File: src/core/ppmcd_defs.svh
// offsets, field positions, reset values and fixed contents of the power csr block
`ifndef PPMCD_DEFS_SVH
`define PPMCD_DEFS_SVH
// ========================================
// configuration offsets (byte addresses)
`define PPMCD_OFF_IDENT        8'h00
`define PPMCD_OFF_CMD_STAT     8'h04
`define PPMCD_OFF_REV_CLASS    8'h08
`define PPMCD_OFF_HDR_MISC     8'h0c
`define PPMCD_OFF_IO_BASE      8'h10
`define PPMCD_OFF_MEM_BASE     8'h14
`define PPMCD_OFF_CIS_PTR      8'h28
`define PPMCD_OFF_SUBSYS       8'h2c
`define PPMCD_OFF_ROM_BASE     8'h30
`define PPMCD_OFF_CAP_PTR      8'h34
`define PPMCD_OFF_INT_LAT      8'h3c
`define PPMCD_OFF_PM_CAP       8'hdc
`define PPMCD_OFF_PM_CSR       8'he0
// ========================================
// power control/status word fields
`define PPMCD_BIT_WAKE_STATUS  15
`define PPMCD_SCALE_HI         14
`define PPMCD_SCALE_LO         13
`define PPMCD_SEL_HI           12
`define PPMCD_SEL_LO           9
`define PPMCD_BIT_WAKE_EN      8
`define PPMCD_PSTATE_HI        1
`define PPMCD_PSTATE_LO        0
`define PPMCD_SEL_RESET        4'h0
`define PPMCD_PSTATE_RESET     2'h0
`define PPMCD_SCALE_KNOWN      2'h2
`define PPMCD_SCALE_NONE       2'h0
`define PPMCD_SEL_LAST_KNOWN   4'h8
// ========================================
// power report data, units of 0.01 w
`define PPMCD_DATA_D0          8'h3c
`define PPMCD_DATA_DX          8'h2a
`define PPMCD_DATA_COMMON      8'h00
// ========================================
// fixed register contents
`define PPMCD_CAP_ID           8'h01
`define PPMCD_CAP_NEXT         8'h00
`define PPMCD_CAP_PTR_VAL      8'hdc
`define PPMCD_PMC_AUX_LAN      16'hfe21
`define PPMCD_PMC_AUX_MODEM    16'hfe31
`define PPMCD_PMC_NOAUX        16'h7e21
`define PPMCD_STATUS_FIXED     16'h0210
`define PPMCD_CLASS_CODE       24'h070002
`define PPMCD_HDR_VAL          32'h0080_0000
`define PPMCD_CIS_VAL          32'h0000_0102
`define PPMCD_MIN_GNT          8'h08
`define PPMCD_MAX_LAT          8'h18
`define PPMCD_INT_PIN          8'h01
`define PPMCD_CMD_WMASK        16'h0143
`define PPMCD_IO_WMASK         32'hffff_fff8
`define PPMCD_IO_SPACE_BIT     32'h0000_0001
`define PPMCD_MEM_WMASK        32'hffff_f000
`define PPMCD_ROM_WMASK        32'hffff_f801
`endif

File: src/core/ppmcd_pkg.sv
// types shared by the power csr block
package ppmcd_pkg;
  // ========================================
  // configuration function number
  typedef enum logic {
    PPMCD_FUNC_LAN,
    PPMCD_FUNC_MODEM
  } ppmcd_func_t;
  // power state encodings
  typedef enum logic [1:0] {
    PPMCD_D0,
    PPMCD_D1,
    PPMCD_D2,
    PPMCD_D3
  } ppmcd_pstate_t;
  typedef logic [3:0] ppmcd_sel_t;
endpackage : ppmcd_pkg

File: src/core/ppmcd_power_csr.sv
// power management control/status, data byte and second-function config map
//
// Behaviour
// wake event sets status bit 15 always
// writing one clears wake status; zero keeps
// clear also releases pme and driver status
// enabled pme follows wake status bit
// cardbus one-write clears general wake flag
// scale reads 10b for 0-8, else 00b
// select bits 12:9 pick data, reset zero
// bit 8 enable gates pme, reset zero
// bit 4 dynamic data reads zero
// reserved bits 7:5, 3:2 read zero
// bits 1:0 power state, read/write
// data byte is read-only, select dependent
// data values fixed, 0.01 w units
// select 0-3 give 60,42,42,42
// select 4-7 give 60,42,42,42
// select 8 gives 00; 9-15 zero
// lan is function 0, modem function 1
// modem hidden per serial memory setting
// modem subsystem id and int line mirror lan counterparts
// sources: constants, serial memory, software
// capability at dch, csr+data at e0h
// modem csr behaves like lan csr
// capability id reads 01h
// reserved modem offsets read zero
`timescale 1ns/10ps
`default_nettype none
`include "ppmcd_defs.svh"

module ppmcd_power_csr (
  input  wire logic               clk_sys,
  input  wire logic               rst_n,
  input  wire logic               cfg_req,
  input  wire logic               cfg_write,
  input  wire ppmcd_pkg::ppmcd_func_t cfg_func,
  input  wire logic [7:0]         cfg_offset,
  input  wire logic [3:0]         cfg_byte_en,
  input  wire logic [31:0]        cfg_wdata,
  output logic                    cfg_ack,
  output logic                    cfg_retry,
  output logic                    cfg_unclaimed,
  output logic [31:0]             cfg_rdata,
  input  wire logic [1:0]         wake_event,
  input  wire logic               cardbus_mode,
  input  wire logic               aux_power,
  input  wire logic [7:0]         lan_int_line,
  input  wire logic               ee_load,
  input  wire logic               ee_modem_en,
  input  wire logic [31:0]        ee_modem_ident,
  input  wire logic [7:0]         ee_modem_rev,
  input  wire logic [31:0]        ee_subsys,
  output logic                    pme_out,
  output logic                    pme_oe,
  output logic [1:0]              driver_wake_status,
  output logic [1:0]              general_wake_flag,
  output logic [1:0]              power_state_lan,
  output logic [1:0]              power_state_modem,
  output logic                    modem_visible
);
  import ppmcd_pkg::*;

  // ========================================
  // decode helpers
  function automatic logic [7:0] data_byte(input ppmcd_sel_t sel);
    unique case (sel)
      4'h0, 4'h4: data_byte = `PPMCD_DATA_D0;
      4'h1, 4'h2, 4'h3,
      4'h5, 4'h6, 4'h7: data_byte = `PPMCD_DATA_DX;
      4'h8: data_byte = `PPMCD_DATA_COMMON;
      default: data_byte = 8'h00;
    endcase
  endfunction : data_byte

  function automatic logic [1:0] data_scale(input ppmcd_sel_t sel);
    data_scale = (sel <= `PPMCD_SEL_LAST_KNOWN) ? `PPMCD_SCALE_KNOWN
                                                : `PPMCD_SCALE_NONE;
  endfunction : data_scale

  // ========================================
  // state
  logic [1:0]         wake_status_q;
  logic [1:0]         wake_en_q;
  ppmcd_sel_t         sel_q [2];
  logic [1:0]         pstate_q [2];
  logic               loaded_q;
  logic               modem_en_q;
  logic [31:0]        modem_ident_q;
  logic [7:0]         modem_rev_q;
  logic [31:0]        subsys_q;
  logic [15:0]        cmd_q;
  logic [31:0]        io_base_q;
  logic [31:0]        mem_base_q;
  logic [31:0]        rom_base_q;
  logic [1:0]         drv_status_q;
  logic [1:0]         general_wake_flag_q;
  logic               ack_q;
  logic               retry_q;
  logic               unclaimed_q;
  logic [31:0]        rdata_q;
  logic               pme_oe_q;
  logic               pme_out_q;

  logic               access;
  logic               wr;
  logic [15:0]        csr_word [2];
  logic [31:0]        rd_word;
  logic               hit;
  logic [1:0]         csr_wr;
  logic [1:0]         clr_wake;

  // before the serial memory load, accesses are retried; hidden modem is unclaimed
  assign access = cfg_req && loaded_q && (cfg_func == PPMCD_FUNC_LAN || modem_en_q);
  assign wr     = access && cfg_write;

  // ========================================
  // per-function power csr
  genvar f;
  generate
    for (f = 0; f < 2; f++) begin : g_fn
      assign csr_wr[f]   = wr && cfg_func == ppmcd_func_t'(f)
                           && cfg_offset == `PPMCD_OFF_PM_CSR;
      assign clr_wake[f] = csr_wr[f] && cfg_byte_en[1]
                           && cfg_wdata[`PPMCD_BIT_WAKE_STATUS];
      always_comb begin
        csr_word[f] = 16'h0000;
        csr_word[f][`PPMCD_BIT_WAKE_STATUS] = wake_status_q[f];
        csr_word[f][`PPMCD_SCALE_HI:`PPMCD_SCALE_LO] = data_scale(sel_q[f]);
        csr_word[f][`PPMCD_SEL_HI:`PPMCD_SEL_LO] = sel_q[f];
        csr_word[f][`PPMCD_BIT_WAKE_EN] = wake_en_q[f];
        csr_word[f][`PPMCD_PSTATE_HI:`PPMCD_PSTATE_LO] = pstate_q[f];
      end

      // set beats clear so an event in the clearing cycle survives
      always_ff @(posedge clk_sys) begin
        if (!rst_n) begin
          wake_status_q[f] <= 1'b0;
        end else if (wake_event[f]) begin
          wake_status_q[f] <= 1'b1;
        end else if (clr_wake[f]) begin
          wake_status_q[f] <= 1'b0;
        end
      end

      always_ff @(posedge clk_sys) begin
        if (!rst_n) begin
          drv_status_q[f] <= 1'b0;
        end else if (wake_event[f]) begin
          drv_status_q[f] <= 1'b1;
        end else if (clr_wake[f]) begin
          drv_status_q[f] <= 1'b0;
        end
      end

      always_ff @(posedge clk_sys) begin
        if (!rst_n) begin
          general_wake_flag_q[f] <= 1'b0;
        end else if (wake_event[f] && cardbus_mode) begin
          general_wake_flag_q[f] <= 1'b1;
        end else if (clr_wake[f] && cardbus_mode) begin
          general_wake_flag_q[f] <= 1'b0;
        end
      end

      always_ff @(posedge clk_sys) begin
        if (!rst_n) begin
          wake_en_q[f] <= 1'b0;
          sel_q[f]     <= `PPMCD_SEL_RESET;
        end else if (csr_wr[f] && cfg_byte_en[1]) begin
          wake_en_q[f] <= cfg_wdata[`PPMCD_BIT_WAKE_EN];
          sel_q[f]     <= cfg_wdata[`PPMCD_SEL_HI:`PPMCD_SEL_LO];
        end
      end

      // any encoding is stored; the requested state is reported back as is
      always_ff @(posedge clk_sys) begin
        if (!rst_n) begin
          pstate_q[f] <= `PPMCD_PSTATE_RESET;
        end else if (csr_wr[f] && cfg_byte_en[0]) begin
          pstate_q[f] <= cfg_wdata[`PPMCD_PSTATE_HI:`PPMCD_PSTATE_LO];
        end
      end
    end
  endgenerate

  // ========================================
  // pme pin, open drain, one shared pin for both functions
  always_ff @(posedge clk_sys) begin
    if (!rst_n) begin
      pme_oe_q  <= 1'b0;
      pme_out_q <= 1'b0;
    end else begin
      pme_oe_q  <= |(wake_status_q & wake_en_q);
      pme_out_q <= 1'b0;
    end
  end

  // ========================================
  // serial memory load
  always_ff @(posedge clk_sys) begin
    if (!rst_n) begin
      loaded_q      <= 1'b0;
      modem_en_q    <= 1'b0;
      modem_ident_q <= 32'h0000_0000;
      modem_rev_q   <= 8'h00;
      subsys_q      <= 32'h0000_0000;
    end else if (ee_load) begin
      loaded_q      <= 1'b1;
      modem_en_q    <= ee_modem_en;
      modem_ident_q <= ee_modem_ident;
      modem_rev_q   <= ee_modem_rev;
      subsys_q      <= ee_subsys;
    end
  end

  // ========================================
  // modem software registers
  function automatic logic [31:0] merge(input logic [31:0] old, input logic [31:0] wmask);
    logic [31:0] m;
    m = wmask & {{8{cfg_byte_en[3]}}, {8{cfg_byte_en[2]}},
                 {8{cfg_byte_en[1]}}, {8{cfg_byte_en[0]}}};
    merge = (old & ~m) | (cfg_wdata & m);
  endfunction : merge

  logic mwr;
  assign mwr = wr && cfg_func == PPMCD_FUNC_MODEM;

  always_ff @(posedge clk_sys) begin
    if (!rst_n) begin
      cmd_q      <= 16'h0000;
      io_base_q  <= 32'h0000_0000;
      mem_base_q <= 32'h0000_0000;
      rom_base_q <= 32'h0000_0000;
    end else if (mwr) begin
      unique case (cfg_offset)
        `PPMCD_OFF_CMD_STAT: cmd_q      <= 16'(merge({16'h0000, cmd_q},
                                                     {16'h0000, `PPMCD_CMD_WMASK}));
        `PPMCD_OFF_IO_BASE:  io_base_q  <= merge(io_base_q, `PPMCD_IO_WMASK);
        `PPMCD_OFF_MEM_BASE: mem_base_q <= merge(mem_base_q, `PPMCD_MEM_WMASK);
        `PPMCD_OFF_ROM_BASE: rom_base_q <= merge(rom_base_q, `PPMCD_ROM_WMASK);
        default: ;
      endcase
    end
  end

  // ========================================
  // read decode
  always_comb begin
    rd_word = 32'h0000_0000;
    hit     = 1'b1;
    if (cfg_func == PPMCD_FUNC_LAN) begin
      unique case (cfg_offset)
        `PPMCD_OFF_PM_CAP: rd_word = {(aux_power ? `PPMCD_PMC_AUX_LAN : `PPMCD_PMC_NOAUX),
                                      `PPMCD_CAP_NEXT, `PPMCD_CAP_ID};
        `PPMCD_OFF_PM_CSR: rd_word = {8'h00, data_byte(sel_q[0]), csr_word[0]};
        default: hit = 1'b0;
      endcase
    end else begin
      unique case (cfg_offset)
        `PPMCD_OFF_IDENT:    rd_word = modem_ident_q;
        `PPMCD_OFF_CMD_STAT: rd_word = {`PPMCD_STATUS_FIXED, cmd_q};
        `PPMCD_OFF_REV_CLASS: rd_word = {`PPMCD_CLASS_CODE, modem_rev_q};
        `PPMCD_OFF_HDR_MISC: rd_word = `PPMCD_HDR_VAL;
        `PPMCD_OFF_IO_BASE:  rd_word = io_base_q | `PPMCD_IO_SPACE_BIT;
        `PPMCD_OFF_MEM_BASE: rd_word = mem_base_q;
        `PPMCD_OFF_CIS_PTR:  rd_word = cardbus_mode ? `PPMCD_CIS_VAL : 32'h0000_0000;
        `PPMCD_OFF_SUBSYS:   rd_word = subsys_q;
        `PPMCD_OFF_ROM_BASE: rd_word = rom_base_q;
        `PPMCD_OFF_CAP_PTR:  rd_word = {24'h000000, `PPMCD_CAP_PTR_VAL};
        `PPMCD_OFF_INT_LAT:  rd_word = {`PPMCD_MAX_LAT, `PPMCD_MIN_GNT,
                                        `PPMCD_INT_PIN, lan_int_line};
        `PPMCD_OFF_PM_CAP:   rd_word = {(aux_power ? `PPMCD_PMC_AUX_MODEM : `PPMCD_PMC_NOAUX),
                                        `PPMCD_CAP_NEXT, `PPMCD_CAP_ID};
        `PPMCD_OFF_PM_CSR:   rd_word = {8'h00, data_byte(sel_q[1]), csr_word[1]};
        default:             rd_word = 32'h0000_0000;
      endcase
    end
  end

  // ========================================
  // answer, one cycle after the request
  always_ff @(posedge clk_sys) begin
    if (!rst_n) begin
      ack_q       <= 1'b0;
      retry_q     <= 1'b0;
      unclaimed_q <= 1'b0;
      rdata_q     <= 32'h0000_0000;
    end else begin
      ack_q       <= access && hit;
      retry_q     <= cfg_req && !loaded_q;
      unclaimed_q <= cfg_req && loaded_q && !(access && hit);
      rdata_q     <= (access && hit && !cfg_write) ? rd_word : 32'h0000_0000;
    end
  end

  assign cfg_ack            = ack_q;
  assign cfg_retry          = retry_q;
  assign cfg_unclaimed      = unclaimed_q;
  assign cfg_rdata          = rdata_q;
  assign pme_oe             = pme_oe_q;
  assign pme_out            = pme_out_q;
  assign driver_wake_status = drv_status_q;
  assign general_wake_flag  = general_wake_flag_q;
  assign power_state_lan    = pstate_q[0];
  assign power_state_modem  = pstate_q[1];
  assign modem_visible      = modem_en_q;
endmodule : ppmcd_power_csr
`default_nettype wire

File: config.mk
export PLATFORM = sky130hd
export DESIGN_NAME = ppmcd_power_csr
export DESIGN_NICKNAME = d
export VERILOG_FILES = /design/src/core/ppmcd_pkg.sv /design/src/core/ppmcd_power_csr.sv
export VERILOG_INCLUDE_DIRS = /design/src /design/src/core
export SDC_FILE = /design/constraint.sdc
export NUM_CORES = 1
export LEC_CHECK = 0
export ABC_AREA = 1
export ABC_CLOCK_PERIOD_IN_PS = 1500
export BUFFER_PORTS_ARGS = -buffer_cell sky130_fd_sc_hd__buf_2
export CAP_MARGIN = 15
export CORE_UTILIZATION = 42
export CTS_CLUSTER_DIAMETER = 100
export DETAILED_ROUTE_END_ITERATION = 7
export GPL_TIMING_DRIVEN = 0
export PLACE_DENSITY = 0.66
export SLEW_MARGIN = 15
export SYNTH_ARGS = -nofsm -noshare
export SYNTH_HDL_FRONTEND = slang
export SYNTH_SLANG_ARGS = --single-unit
File: constraint.sdc
create_clock -name clk_sys -period 1.5 [get_ports clk_sys]
set_clock_uncertainty 0.15 [all_clocks]
set_input_delay 0.15 -clock clk_sys [delete_from_list [all_inputs] [get_ports clk_sys]]
set_output_delay 0.15 -clock clk_sys [all_outputs]
set_load 0.02 [all_outputs]
==> impl_metrics.prom, run 1 <==
# TYPE chip_impl_metric gauge
chip_impl_info{name="run_status",value="finished with violations"} 1
chip_impl_info{name="failed_checks",value="hold timing, setup timing"} 1
chip_impl_metric{name="synth-seq-cells",unit=""} 203
chip_impl_metric{name="transition_time_at_the_pin_with_the_least_slew_margin",unit="ns"} 0.9482
chip_impl_info{name="root_buffer",value="sky130_fd_sc_hd__clkbuf_16"} 1
chip_impl_metric{name="grt_start_max_net_pins",unit=""} 13
chip_impl_metric{name="finalMaxSlewViolations",unit=""} 0
chip_impl_metric{name="final_critical_path_setup_slack",unit="ns"} -0.2071
chip_impl_metric{name="power_leakage",unit="uW"} 0.005262
chip_impl_metric{name="cts.clk_slew.worst_paths",unit="ns"} 0.06
chip_impl_metric{name="drt_pass1_iterations",unit=""} 6
chip_impl_metric{name="syn_area",unit="sq um"} 8693
chip_impl_metric{name="cts_sinks",unit=""} 203
chip_impl_metric{name="grt-ovfl-total",unit=""} 0
chip_impl_metric{name="die-height",unit="um"} 145.9
chip_impl_metric{name="boundaryPins",unit=""} 181
chip_impl_metric{name="place.port_buffers",unit=""} 177
chip_impl_metric{name="syn_to_final_growth",unit="%"} 45.29
chip_impl_metric{name="core",unit="sq um"} 20230
chip_impl_metric{name="async_reset_ff_share",unit="%"} 0
chip_impl_metric{name="globalRouteMet2Util",unit="%"} 49.74
chip_impl_metric{name="clockPowerShare",unit="%"} 44.2
chip_impl_metric{name="die_area",unit="sq um"} 21280
chip_impl_info{name="crit_slowest_cell",value="sky130_fd_sc_hd__dfxtp_2"} 1
chip_impl_info{name="unrepaired_setup_endpoints_after_global_routing",value="true"} 1
chip_impl_metric{name="mapped_nets",unit=""} 1308
chip_impl_metric{name="finalHoldViolations",unit=""} 9
chip_impl_metric{name="cp_depth",unit=""} 9
chip_impl_metric{name="timing.critical_path.slowest_cell_delay",unit="ns"} 0.34
chip_impl_info{name="tritoncts_clock_tree",value="yes"} 1
chip_impl_info{name="ys_top_cells_by_area",value="sky130_fd_sc_hd__dfxtp_1, sky130_fd_sc_hd__o21ai_0, sky130_fd_sc_hd__nor2_1"} 1
chip_impl_metric{name="yosys_warnings",unit=""} 0
chip_impl_metric{name="met3_track_utilization_from_global_routing",unit="%"} 6.834
chip_impl_metric{name="groute.usage.overall",unit="%"} 30.94
chip_impl_metric{name="power.internal",unit="uW"} 9417
chip_impl_metric{name="seqPwrFrac",unit="%"} 46.0
chip_impl_metric{name="syn_area_per_cell",unit="sq um"} 7.411
chip_impl_metric{name="max_cap_viol_count",unit=""} 0
chip_impl_metric{name="place_congestion",unit=""} 0.9304
chip_impl_metric{name="num_rows",unit=""} 52
chip_impl_metric{name="num-nets-final",unit=""} 1655
chip_impl_metric{name="cts.htree.levels",unit=""} 1
chip_impl_info{name="worst_r2r_startpoint",value="loaded_q$_SDFFE_PN0P_"} 1
chip_impl_metric{name="final_critical_period",unit="ns"} 1.707
chip_impl_info{name="endpoint_kind",value="register"} 1
chip_impl_metric{name="synth_edf_count",unit=""} 12
chip_impl_metric{name="final_core_util",unit="%"} 62.42
chip_impl_metric{name="aggregate_routed_wire_length",unit="um"} 33660
chip_impl_info{name="crit_path_start",value="loaded_q$_SDFFE_PN0P_"} 1
chip_impl_metric{name="start_util",unit="%"} 42.96
chip_impl_metric{name="placedInstanceArea",unit="sq um"} 9943
chip_impl_metric{name="number_of_cts_inserted_buffers",unit=""} 23
chip_impl_info{name="timing.hold.worst.start",value="cfg_req"} 1
chip_impl_metric{name="hpwlAfterDp",unit="um"} 22590
chip_impl_info{name="crit_family",value="simple AND/OR/NAND/NOR gates"} 1
chip_impl_metric{name="power-per-cell-area",unit="nW/um^2"} 979.3
chip_impl_metric{name="die_width",unit="um"} 145.9
chip_impl_metric{name="grt_pass1_wl",unit="um"} 50510
chip_impl_metric{name="cp.arrival",unit="ns"} 1.96
chip_impl_metric{name="clk_latency",unit="ns"} 0.51
chip_impl_info{name="yosys.cell_count.top_type",value="sky130_fd_sc_hd__nor2_1"} 1
chip_impl_metric{name="path_max_fanout",unit=""} 5
chip_impl_metric{name="setup_violations",unit=""} 109
chip_impl_metric{name="route.detailed.drc",unit=""} 0
chip_impl_metric{name="power.switching_fraction",unit="%"} 23.87
chip_impl_metric{name="clock_path_buffers",unit=""} 3
chip_impl_info{name="cp_launch_type",value="register"} 1
chip_impl_metric{name="final_layout_size_suffix_gt1_share",unit="%"} 26.37
chip_impl_metric{name="r2r_cells",unit=""} 9
chip_impl_metric{name="synthDistinctLibCells",unit=""} 37
chip_impl_metric{name="p_switching",unit="uW"} 2953
chip_impl_info{name="cell_taking_the_most_area_after_synthesis",value="sky130_fd_sc_hd__dfxtp_1"} 1
chip_impl_metric{name="grt_pass1_vias",unit=""} 9156
chip_impl_metric{name="min_path_cells",unit=""} 5
chip_impl_info{name="setup.worst_path.class",value="reg2reg"} 1
chip_impl_info{name="synth_flop_cell",value="sky130_fd_sc_hd__dfxtp_1"} 1
chip_impl_metric{name="dr.first_iter.drc_count",unit=""} 814
chip_impl_info{name="synth_commonest_cells",value="sky130_fd_sc_hd__nor2_1, sky130_fd_sc_hd__dfxtp_1, sky130_fd_sc_hd__nand2_1"} 1
chip_impl_metric{name="synth_seq_area_share",unit="%"} 48.13
chip_impl_metric{name="worst_hold_slack",unit="ns"} -0.07423
chip_impl_metric{name="post_drt_wl_per_cell",unit="um"} 18.66
chip_impl_metric{name="ctsHoldBuffers",unit=""} 123
chip_impl_metric{name="r2r_slack",unit="ns"} -0.21
chip_impl_metric{name="layout_worst_path_cycle_share",unit="%"} 113.8
chip_impl_metric{name="met1_usage",unit="%"} 39.98
chip_impl_metric{name="route.antenna.remaining_nets",unit=""} 0
chip_impl_metric{name="worst-path-buf-inv",unit=""} 3
chip_impl_metric{name="maxSlewHeadroom",unit="%"} 36.79
chip_impl_metric{name="power.share.combinational",unit="%"} 9.8
chip_impl_metric{name="fmax",unit="GHz"} 0.5858
chip_impl_metric{name="antenna_found_initial",unit=""} 2
chip_impl_info{name="crit_chain",value="nand2_2 -> inv_2 -> nand4_4 -> nor2_4 -> buf_8 -> nand2_4 -> buf_6 -> o21ai_2 -> a21oi_1"} 1
chip_impl_info{name="globalRoute.busiestLayer",value="met2"} 1
chip_impl_metric{name="place_ws",unit="ns"} -0.5517
chip_impl_metric{name="avgViaCountPerCell",unit=""} 5.251
chip_impl_metric{name="worst_ir_drop_vdd",unit="V"} 0.0007871
chip_impl_info{name="hold_path_class",value="in2reg"} 1
chip_impl_metric{name="postLayoutCellArea",unit="sq um"} 12630
chip_impl_metric{name="post-synth-top-area-fraction",unit="%"} 43.98
chip_impl_metric{name="post_synth_inst_count",unit=""} 1173
chip_impl_metric{name="worst-endpoint-required",unit="ns"} 1.75
chip_impl_metric{name="vias",unit=""} 9473
## power groups by stage
stage,Clock [uW],Combinational [uW],Sequential (uW)
floorplan,0,418,5780
global placement,0,825,5800
detailed placement,0,831,5800
CTS,5500,1110,5680
global route,5720,1310,5700
finish,5470,1210,5690
## worst min-delay path, stage by stage
cell and delay (ns):
sky130_fd_sc_hd__buf_2 0.12, sky130_fd_sc_hd__nand2_2 0.08, sky130_fd_sc_hd__nor2_2 0.06, sky130_fd_sc_hd__nand2_4 0.08, sky130_fd_sc_hd__nor2_4 0.04
## worst min path at each step
stage | slack, ns | endpoint
4_1_cts | -0.09 | cfg_ack$_SDFF_PN0_
2_1_floorplan | 0.11 | cfg_retry$_SDFF_PN0_
3_3_place_gp | 0.22 | subsys_q[6]$_SDFFE_PN0P_
3_5_place_dp | 0.23 | modem_ident_q[0]$_SDFFE_PN0P_
5_1_grt | -0.05 | cfg_ack$_SDFF_PN0_
6_report | -0.07 | cfg_ack$_SDFF_PN0_
## metrics by stage
stage	power (uW)	setup TNS, ns	cells
after floorplan	6200	0	1173
after global placement	6622	-61.94	1620
after detailed placement	6631	-66.96	1620
after CTS	12300	-3.780	1800
after global routing	12730	-15.52	1804
final	12370	-8.902	1804
## repair_timing
item	CTS	global route
gates resized for setup	88	113
cloned	6	0
endpoints found under the setup margin	120	150
pin swaps	7	10
setup buffers	14	6
hold endpoints to repair	179	8
## placed cells by master (no fill, tap or decap), types with 25 or more instances in the layout
| master | count |
|---|---|
| sky130_fd_sc_hd__a21oi_1 | 106 |
| sky130_fd_sc_hd__buf_2 | 179 |
| sky130_fd_sc_hd__buf_4 | 25 |
| sky130_fd_sc_hd__clkbuf_1 | 35 |
| sky130_fd_sc_hd__dfxtp_1 | 188 |
| sky130_fd_sc_hd__dlygate4sd3_1 | 122 |
| sky130_fd_sc_hd__inv_1 | 102 |
| sky130_fd_sc_hd__nand2_1 | 157 |
| sky130_fd_sc_hd__nand3_1 | 48 |
| sky130_fd_sc_hd__nor2_1 | 192 |
| sky130_fd_sc_hd__o21ai_0 | 127 |
| sky130_fd_sc_hd__o21ai_2 | 33 |
## per-layer routing
layer	wire length, um	vias up
li1	-	4507
met4	1418	0
met5	0	-
met3	3203	101
met2	15210	520
met1	13830	4345
## cell type report
class | count | area (sq um)
well taps | 270 | 337.8
plain buffers | 61 | 386.6
clock inverters | 1 | 5.005
flip-flops and latches | 203 | 4190
multi-input cells | 794 | 4159
diodes | 2 | 5.005
inverters | 111 | 434.2
clock buffers | 36 | 725.7
repair buffers | 326 | 2387
fillers | 1783 | 7604
## cell families after synthesis
| kind of cell | after synthesis | synth area share (%) |
|---|---|---|
| and+or+nand+nor | 473 | 23.68 |
| DFF | 203 | 48.13 |
| buffers and inverters | 176 | 8.837 |
| AOI/OAI and AO/OA | 320 | 19.32 |
| other | 1 | 0.04314 |
Note: power is estimated with default switching activity, not from simulation.
==> inputs of run 2 (changes only) <==
Settings changed: ABC_AREA 1 to not set.
==> impl_metrics.prom, run 2 <==
# TYPE chip_impl_metric gauge
chip_impl_info{name="hold_path_class",value="in2reg"} 1
chip_impl_metric{name="place_ws",unit="ns"} -1.195
chip_impl_info{name="layout.cells.most_common_list",value="sky130_fd_sc_hd__dfxtp_1, sky130_fd_sc_hd__buf_2, sky130_fd_sc_hd__nor2b_1, sky130_fd_sc_hd__mux2i_1, sky130_fd_sc_hd__dlygate4sd3_1"} 1
chip_impl_metric{name="placedInstanceArea",unit="sq um"} 10580
chip_impl_metric{name="max_cap_viol_count",unit=""} 0
chip_impl_info{name="worst_r2r_startpoint",value="modem_visible$_SDFFE_PN0P_"} 1
chip_impl_metric{name="grt_pass1_vias",unit=""} 8189
chip_impl_metric{name="grt_pass1_wl",unit="um"} 47950
chip_impl_metric{name="async_reset_ff_share",unit="%"} 0
chip_impl_metric{name="die_width",unit="um"} 149.4
chip_impl_metric{name="synth_edf_count",unit=""} 12
chip_impl_info{name="final_common_cell",value="sky130_fd_sc_hd__dfxtp_1"} 1
chip_impl_metric{name="num_rows",unit=""} 53
chip_impl_info{name="timing.hold.worst.start",value="cfg_req"} 1
chip_impl_info{name="cp_launch_type",value="register"} 1
chip_impl_metric{name="setup_total_negative_slack",unit="ns"} -6.722
chip_impl_metric{name="timing.critical_path.slowest_cell_delay",unit="ns"} 0.39
chip_impl_metric{name="dpl.cell_count",unit=""} 1350
chip_impl_metric{name="place_congestion",unit=""} 0.9479
chip_impl_metric{name="power.share.combinational",unit="%"} 11.1
chip_impl_metric{name="worst_hold_slack",unit="ns"} -0.2621
chip_impl_metric{name="syn_area_per_cell",unit="sq um"} 10.14
chip_impl_metric{name="clk_latency",unit="ns"} 0.51
chip_impl_metric{name="yosys_warnings",unit=""} 0
chip_impl_metric{name="grt_start_max_net_pins",unit=""} 14
chip_impl_metric{name="overall_power",unit="uW"} 12160
chip_impl_metric{name="drt_pass1_iterations",unit=""} 6
chip_impl_info{name="crit_family",value="compound AO/OA/AOI/OAI gates"} 1
chip_impl_metric{name="avgViaCountPerCell",unit=""} 5.535
chip_impl_metric{name="cts.clk_slew.worst_paths",unit="ns"} 0.06
chip_impl_info{name="crit_slowest_cell",value="sky130_fd_sc_hd__dfxtp_4"} 1
chip_impl_metric{name="boundaryPins",unit=""} 181
chip_impl_info{name="crit_chain",value="inv_1 -> a21oi_4 -> o311ai_4 -> buf_4 -> or2_4 -> o32ai_2"} 1
chip_impl_info{name="yosys.cell_count.top_type",value="sky130_fd_sc_hd__dfxtp_1"} 1
chip_impl_metric{name="min_path_cells",unit=""} 3
chip_impl_metric{name="worst-endpoint-required",unit="ns"} 1.77
chip_impl_info{name="endpoint_kind",value="register"} 1
chip_impl_metric{name="worst_ir_drop_vdd",unit="V"} 0.0005224
chip_impl_metric{name="cts.htree.levels",unit=""} 1
chip_impl_metric{name="route.detailed.drc",unit=""} 0
chip_impl_metric{name="route.antenna.remaining_nets",unit=""} 0
chip_impl_info{name="synth_flop_cell",value="sky130_fd_sc_hd__dfxtp_1"} 1
chip_impl_metric{name="final_critical_period",unit="ns"} 1.641
chip_impl_metric{name="setup_violations",unit=""} 111
chip_impl_metric{name="post-synth-top-area-fraction",unit="%"} 41.89
chip_impl_metric{name="layout_worst_path_cycle_share",unit="%"} 109.4
chip_impl_info{name="setup.worst_path.class",value="reg2reg"} 1
chip_impl_metric{name="synth_seq_area_share",unit="%"} 45.83
chip_impl_metric{name="die_area",unit="sq um"} 22330
chip_impl_metric{name="number_of_cts_inserted_buffers",unit=""} 22
chip_impl_info{name="cell_taking_the_most_area_after_synthesis",value="sky130_fd_sc_hd__dfxtp_1"} 1
chip_impl_metric{name="dr.first_iter.drc_count",unit=""} 622
chip_impl_metric{name="path_max_fanout",unit=""} 5
chip_impl_metric{name="groute.usage.overall",unit="%"} 28.88
chip_impl_metric{name="final_critical_path_setup_slack",unit="ns"} -0.1409
chip_impl_metric{name="final_layout_size_suffix_gt1_share",unit="%"} 33.39
chip_impl_metric{name="fillers",unit=""} 1664
chip_impl_metric{name="maxSlewHeadroom",unit="%"} 25.75
chip_impl_metric{name="worst-path-buf-inv",unit=""} 2
chip_impl_info{name="run_status",value="finished with violations"} 1
chip_impl_metric{name="fmax",unit="GHz"} 0.6094
chip_impl_metric{name="place.port_buffers",unit=""} 175
chip_impl_info{name="end_of_the_worst_register_to_register_path",value="cfg_rdata[0]$_SDFF_PN0_"} 1
chip_impl_metric{name="mapped_nets",unit=""} 1035
chip_impl_metric{name="r2r_cells",unit=""} 6
chip_impl_metric{name="power-per-cell-area",unit="nW/um^2"} 893.2
chip_impl_metric{name="aggregate_routed_wire_length",unit="um"} 33360
chip_impl_metric{name="ctsHoldBuffers",unit=""} 117
chip_impl_metric{name="die-height",unit="um"} 149.4
chip_impl_metric{name="transition_time_at_the_pin_with_the_least_slew_margin",unit="ns"} 1.114
chip_impl_info{name="synth_commonest_cells",value="sky130_fd_sc_hd__dfxtp_1, sky130_fd_sc_hd__nor2b_1, sky130_fd_sc_hd__mux2i_1"} 1
chip_impl_metric{name="clockPowerShare",unit="%"} 42.1
chip_impl_info{name="unrepaired_setup_endpoints_after_global_routing",value="true"} 1
chip_impl_info{name="ys_top_cells_by_area",value="sky130_fd_sc_hd__dfxtp_1, sky130_fd_sc_hd__mux2i_1, sky130_fd_sc_hd__nor2b_1"} 1
chip_impl_metric{name="r2r_slack",unit="ns"} -0.14
chip_impl_metric{name="post_synth_inst_count",unit=""} 900
chip_impl_metric{name="clock_path_buffers",unit=""} 3
chip_impl_info{name="failed_checks",value="hold timing, setup timing"} 1
chip_impl_info{name="holdPathEnd",value="cfg_retry$_SDFF_PN0_"} 1
chip_impl_metric{name="cts_sinks",unit=""} 203
chip_impl_metric{name="seqPwrFrac",unit="%"} 46.8
chip_impl_metric{name="vias",unit=""} 8629
chip_impl_metric{name="num-nets-final",unit=""} 1404
chip_impl_metric{name="hpwlAfterDp",unit="um"} 21940
chip_impl_metric{name="postLayoutCellArea",unit="sq um"} 13610
chip_impl_metric{name="core",unit="sq um"} 21150
chip_impl_metric{name="post_drt_wl_per_cell",unit="um"} 21.40
chip_impl_metric{name="antenna_found_initial",unit=""} 4
chip_impl_metric{name="syn_to_final_growth",unit="%"} 49.14
chip_impl_metric{name="syn_area",unit="sq um"} 9129
chip_impl_metric{name="power.switching_fraction",unit="%"} 24.14
chip_impl_metric{name="power.internal",unit="uW"} 9225
chip_impl_metric{name="grt-ovfl-total",unit=""} 0
chip_impl_info{name="root_buffer",value="sky130_fd_sc_hd__clkbuf_16"} 1
chip_impl_metric{name="p_switching",unit="uW"} 2935
chip_impl_info{name="tritoncts_clock_tree",value="yes"} 1
chip_impl_metric{name="final_cell_count_no_fill",unit=""} 1559
chip_impl_metric{name="power_leakage",unit="uW"} 0.005816
chip_impl_metric{name="finalMaxSlewViolations",unit=""} 0
chip_impl_metric{name="finalHoldViolations",unit=""} 4
chip_impl_metric{name="start_util",unit="%"} 43.15
chip_impl_metric{name="synth-seq-cells",unit=""} 203
chip_impl_metric{name="cp.arrival",unit="ns"} 1.91
chip_impl_metric{name="synthDistinctLibCells",unit=""} 74
## run 2: logic make-up (layout without fill, tap and decap cells)
family / Yosys count / count (layout) / synth area share, %
AO/OA/AOI/OAI: 151 / 151 / 12.09
buffers and inverters: 73 / 455 / 3.879
flip-flops: 203 / 203 / 45.83
multiplexers: 154 / 154 / 16.93
other: 1 / 3 / 0.04108
AND/OR/NAND/NOR: 318 / 318 / 21.23
## run 2: power by group through the flow
| stage | sequential (uW) | clock [uW] | combinational [uW] |
|---|---|---|---|
| CTS | 5680 | 5170 | 1270 |
| floorplan | 5770 | 0 | 524 |
| global route | 5700 | 5380 | 1430 |
| global placement | 5800 | 0 | 950 |
| detailed placement | 5800 | 0 | 960 |
| finish | 5690 | 5120 | 1350 |
## run 2: final cells by class
cell class	instances	area [sq um]	area share (%)
Buffer	62	490.5	3.603
Clock buffer	34	646.9	4.751
Multi-Input combinational cell	624	5210	38.27
Inverter	5	18.77	0.1379
Sequential cell	203	4193	30.80
Clock inverter	3	17.52	0.1287
Antenna cell	2	5.005	0.03676
Timing Repair Buffer	351	2689	19.75
Tap cell	275	344.1	2.527
## run 2: tightest hold or removal path: stages
cell and delay, ns:
sky130_fd_sc_hd__buf_2 0.12, sky130_fd_sc_hd__nand2_1 0.05, sky130_fd_sc_hd__nor2_1 0.03
## run 2: worst max path at each step
stage                               start  cells after the start  slack (ns)                        to
2_1_floorplan               cfg_offset[2]                      8       -0.34                  register
3_3_place_gp                cfg_offset[5]                      8       -1.29  cfg_rdata[18]$_SDFF_PN0_
3_5_place_dp                cfg_offset[5]                      8       -1.20  cfg_rdata[18]$_SDFF_PN0_
4_1_cts        modem_visible$_SDFFE_PN0P_                      7       -0.11                  register
5_1_grt             loaded_q$_SDFFE_PN0P_                      6       -0.21                  register
6_report       modem_visible$_SDFFE_PN0P_                      6       -0.14   cfg_rdata[0]$_SDFF_PN0_
## run 2: what timing repair did
action                                  4_1_cts  5_1_grt
hold endpoints to repair                    178        3
gates resized for setup                     112       75
endpoints found under the setup margin      158      175
pin swaps                                    36       40
cloned                                        0        4
setup buffers                                41       15
## run 2: per-stage QoR
stage                     hold slack (ns)  util, %
after global routing              -0.2308    64.33
after global placement             0.2348    49.97
final                             -0.2621    64.36
after detailed placement           0.2362    50.00
after floorplan                    0.1138        -
after CTS                        -0.06921    62.26
## run 2: layer usage
layer	routed length (um)	global-route usage, %	up-vias
li1	-	-	3979
met1	13780	38.23	4081
met2	15190	45.07	459
met3	2689	4.726	106
met4	1678	15.20	4
met5	23	0	-
==> inputs of run 3 (changes only) <==
Settings changed: ABC_AREA set to 1, CELL_PAD_IN_SITES_DETAIL_PLACEMENT set to 1, CELL_PAD_IN_SITES_GLOBAL_PLACEMENT set to 2, CORE_UTILIZATION 42 to 28, PLACE_DENSITY 0.66 to not set, PLACE_DENSITY_LB_ADDON set to 0.1, SLEW_MARGIN 15 to not set.
==> impl_metrics.prom, run 3 (synthesis gave the netlist of run 1 again) <==
# TYPE chip_impl_metric gauge
chip_impl_metric{name="number_of_cts_inserted_buffers",unit=""} 25
chip_impl_metric{name="aggregate_routed_wire_length",unit="um"} 40210
chip_impl_info{name="crit_top_cell",value="sky130_fd_sc_hd__nand2_4"} 1
chip_impl_metric{name="worst_ir_drop_vdd",unit="V"} 0.0007629
chip_impl_metric{name="transition_time_at_the_pin_with_the_least_slew_margin",unit="ns"} 0.8062
chip_impl_metric{name="r2r_cells",unit=""} 9
chip_impl_info{name="final_common_cell",value="sky130_fd_sc_hd__dfxtp_1"} 1
chip_impl_metric{name="power-per-cell-area",unit="nW/um^2"} 955.1
chip_impl_info{name="endpoint_kind",value="register"} 1
chip_impl_metric{name="antenna_found_initial",unit=""} 7
chip_impl_metric{name="cts_sinks",unit=""} 203
chip_impl_metric{name="route.detailed.drc",unit=""} 0
chip_impl_metric{name="grt_start_max_net_pins",unit=""} 12
chip_impl_metric{name="avgViaCountPerCell",unit=""} 4.772
chip_impl_metric{name="dr.first_iter.drc_count",unit=""} 424
chip_impl_metric{name="die-height",unit="um"} 178.2
chip_impl_metric{name="clock_path_buffers",unit=""} 3
chip_impl_metric{name="die_width",unit="um"} 178.2
chip_impl_metric{name="min_path_cells",unit=""} 3
chip_impl_info{name="crit_chain",value="nand2_4 -> inv_4 -> nand4_4 -> nor2_4 -> buf_6 -> nand2_4 -> clkbuf_16 -> nand2_1 -> a21oi_1"} 1
chip_impl_info{name="cp_launch_type",value="register"} 1
chip_impl_metric{name="finalMaxSlewViolations",unit=""} 0
chip_impl_metric{name="finalHoldViolations",unit=""} 8
chip_impl_metric{name="boundaryPins",unit=""} 181
chip_impl_metric{name="cp.arrival",unit="ns"} 1.87
chip_impl_metric{name="die_area",unit="sq um"} 31760
chip_impl_info{name="setup.worst_path.class",value="reg2reg"} 1
chip_impl_metric{name="place.port_buffers",unit=""} 177
chip_impl_metric{name="hpwlAfterDp",unit="um"} 28110
chip_impl_metric{name="syn_to_final_growth",unit="%"} 55.05
chip_impl_info{name="failed_checks",value="hold timing, setup timing"} 1
chip_impl_metric{name="sequential_cell_area",unit="sq um"} 4192
chip_impl_metric{name="num_rows",unit=""} 64
chip_impl_info{name="hold_path_class",value="in2reg"} 1
chip_impl_metric{name="setup_violations",unit=""} 128
chip_impl_metric{name="final_core_util",unit="%"} 44.07
chip_impl_metric{name="cts.htree.levels",unit=""} 1
chip_impl_metric{name="final_layout_size_suffix_gt1_share",unit="%"} 30.68
chip_impl_metric{name="worst-endpoint-required",unit="ns"} 1.72
chip_impl_metric{name="final_cell_count_no_fill",unit=""} 1958
chip_impl_metric{name="clk_latency",unit="ns"} 0.52
chip_impl_info{name="tritoncts_clock_tree",value="yes"} 1
chip_impl_info{name="crit_slowest_cell",value="sky130_fd_sc_hd__dfxtp_2"} 1
chip_impl_metric{name="drt_pass1_iterations",unit=""} 4
chip_impl_metric{name="num-nets-final",unit=""} 1675
chip_impl_info{name="root_buffer",value="sky130_fd_sc_hd__clkbuf_16"} 1
chip_impl_metric{name="power_leakage",unit="uW"} 0.005473
chip_impl_metric{name="final_critical_period",unit="ns"} 1.649
chip_impl_metric{name="max_cap_viol_count",unit=""} 0
chip_impl_metric{name="vias",unit=""} 9344
chip_impl_metric{name="route.antenna.remaining_nets",unit=""} 0
chip_impl_metric{name="grt-ovfl-total",unit=""} 0
chip_impl_metric{name="groute.usage.overall",unit="%"} 25.17
chip_impl_metric{name="maxSlewHeadroom",unit="%"} 46.26
chip_impl_info{name="layout.cells.most_common_list",value="sky130_fd_sc_hd__dfxtp_1, sky130_fd_sc_hd__nor2_1, sky130_fd_sc_hd__buf_2, sky130_fd_sc_hd__nand2_1, sky130_fd_sc_hd__dlygate4sd3_1"} 1
chip_impl_metric{name="r2r_slack",unit="ns"} -0.15
chip_impl_metric{name="cts.clk_slew.worst_paths",unit="ns"} 0.06
chip_impl_metric{name="path_max_fanout",unit=""} 5
chip_impl_metric{name="place_congestion",unit=""} 0.8120
chip_impl_metric{name="final_critical_path_setup_slack",unit="ns"} -0.1486
chip_impl_info{name="run_status",value="finished with violations"} 1
chip_impl_metric{name="dpl.cell_count",unit=""} 1746
chip_impl_metric{name="post_drt_wl_per_cell",unit="um"} 20.54
chip_impl_metric{name="grt_pass1_wl",unit="um"} 58260
chip_impl_metric{name="grt_pass1_vias",unit=""} 9564
chip_impl_metric{name="fmax",unit="GHz"} 0.6066
chip_impl_metric{name="multi_input_comb_area",unit="sq um"} 4446
chip_impl_info{name="unrepaired_setup_endpoints_after_global_routing",value="true"} 1
chip_impl_metric{name="worst_hold_slack",unit="ns"} -0.02795
chip_impl_metric{name="place_ws",unit="ns"} -0.7273
chip_impl_metric{name="timing.critical_path.slowest_cell_delay",unit="ns"} 0.35
chip_impl_metric{name="start_util",unit="%"} 28.42
chip_impl_metric{name="fillers",unit=""} 3692
chip_impl_metric{name="layout_worst_path_cycle_share",unit="%"} 109.9
chip_impl_metric{name="core",unit="sq um"} 30590
-- run 3: power by group --
group          switching (uW)  total, uW  internal (uW)
clock                    2410       5920           3500
sequential               85.2       5690           5600
combinational             709       1270            560
total                    3210      12900           9670
-- run 3: cell type report --
type                    count  area share (%)
multi-input cells         794           32.98
flip-flops and latches    203           31.10
repair buffers            343           19.83
clock buffers              36           5.096
well taps                 396           3.676
plain buffers              62           3.305
inverters                 111           3.267
clock inverters             9          0.6776
diodes                      4         0.07426
-- run 3: timing repair --
item | CTS | global route
hold buffers | 123 | 1
gates cloned | 9 | 1
pin swaps | 19 | 20
resized for setup | 162 | 145
endpoints found under the hold margin | 179 | 1
setup endpoints to repair | 142 | 150
buffers inserted | 24 | 8
-- run 3: final timing paths --
path                              start        to
setup / recovery  loaded_q$_SDFFE_PN0P_  register
hold / removal           cfg_byte_en[1]  register
setup reg to reg  loaded_q$_SDFFE_PN0P_  register
hold reg to reg                register  register
-- run 3: critical path: cells and delay by family (launching register included) --
family | cells | cell delay, ns
buffers and inverters | 3 | 0.38
AND/OR/NAND/NOR | 5 | 0.55
flip-flops | 1 | 0.35
AO/OA/AOI/OAI | 1 | 0.05
-- run 3: layer usage --
| metal | vias up | global-route usage [%] | share of wire [%] |
|---|---|---|---|
| met5 | - | 0 | 0.099 |
| met4 | 6 | 6.003 | 2.1 |
| met3 | 57 | 3.346 | 4.1 |
| met2 | 223 | 42.40 | 47 |
| met1 | 4481 | 33.90 | 46 |
| li1 | 4577 | - | - |
-- run 3: per-stage QoR --
stage                     total power (uW)  area [sq um]  TNS [ns]
final                                12870         13480    -9.982
after global routing                 13310         13470    -17.71
after CTS                            12910         12950    -8.664
after detailed placement              6687         10100    -89.34
after global placement                6676         10100    -87.94
after floorplan                       6200          8720         0
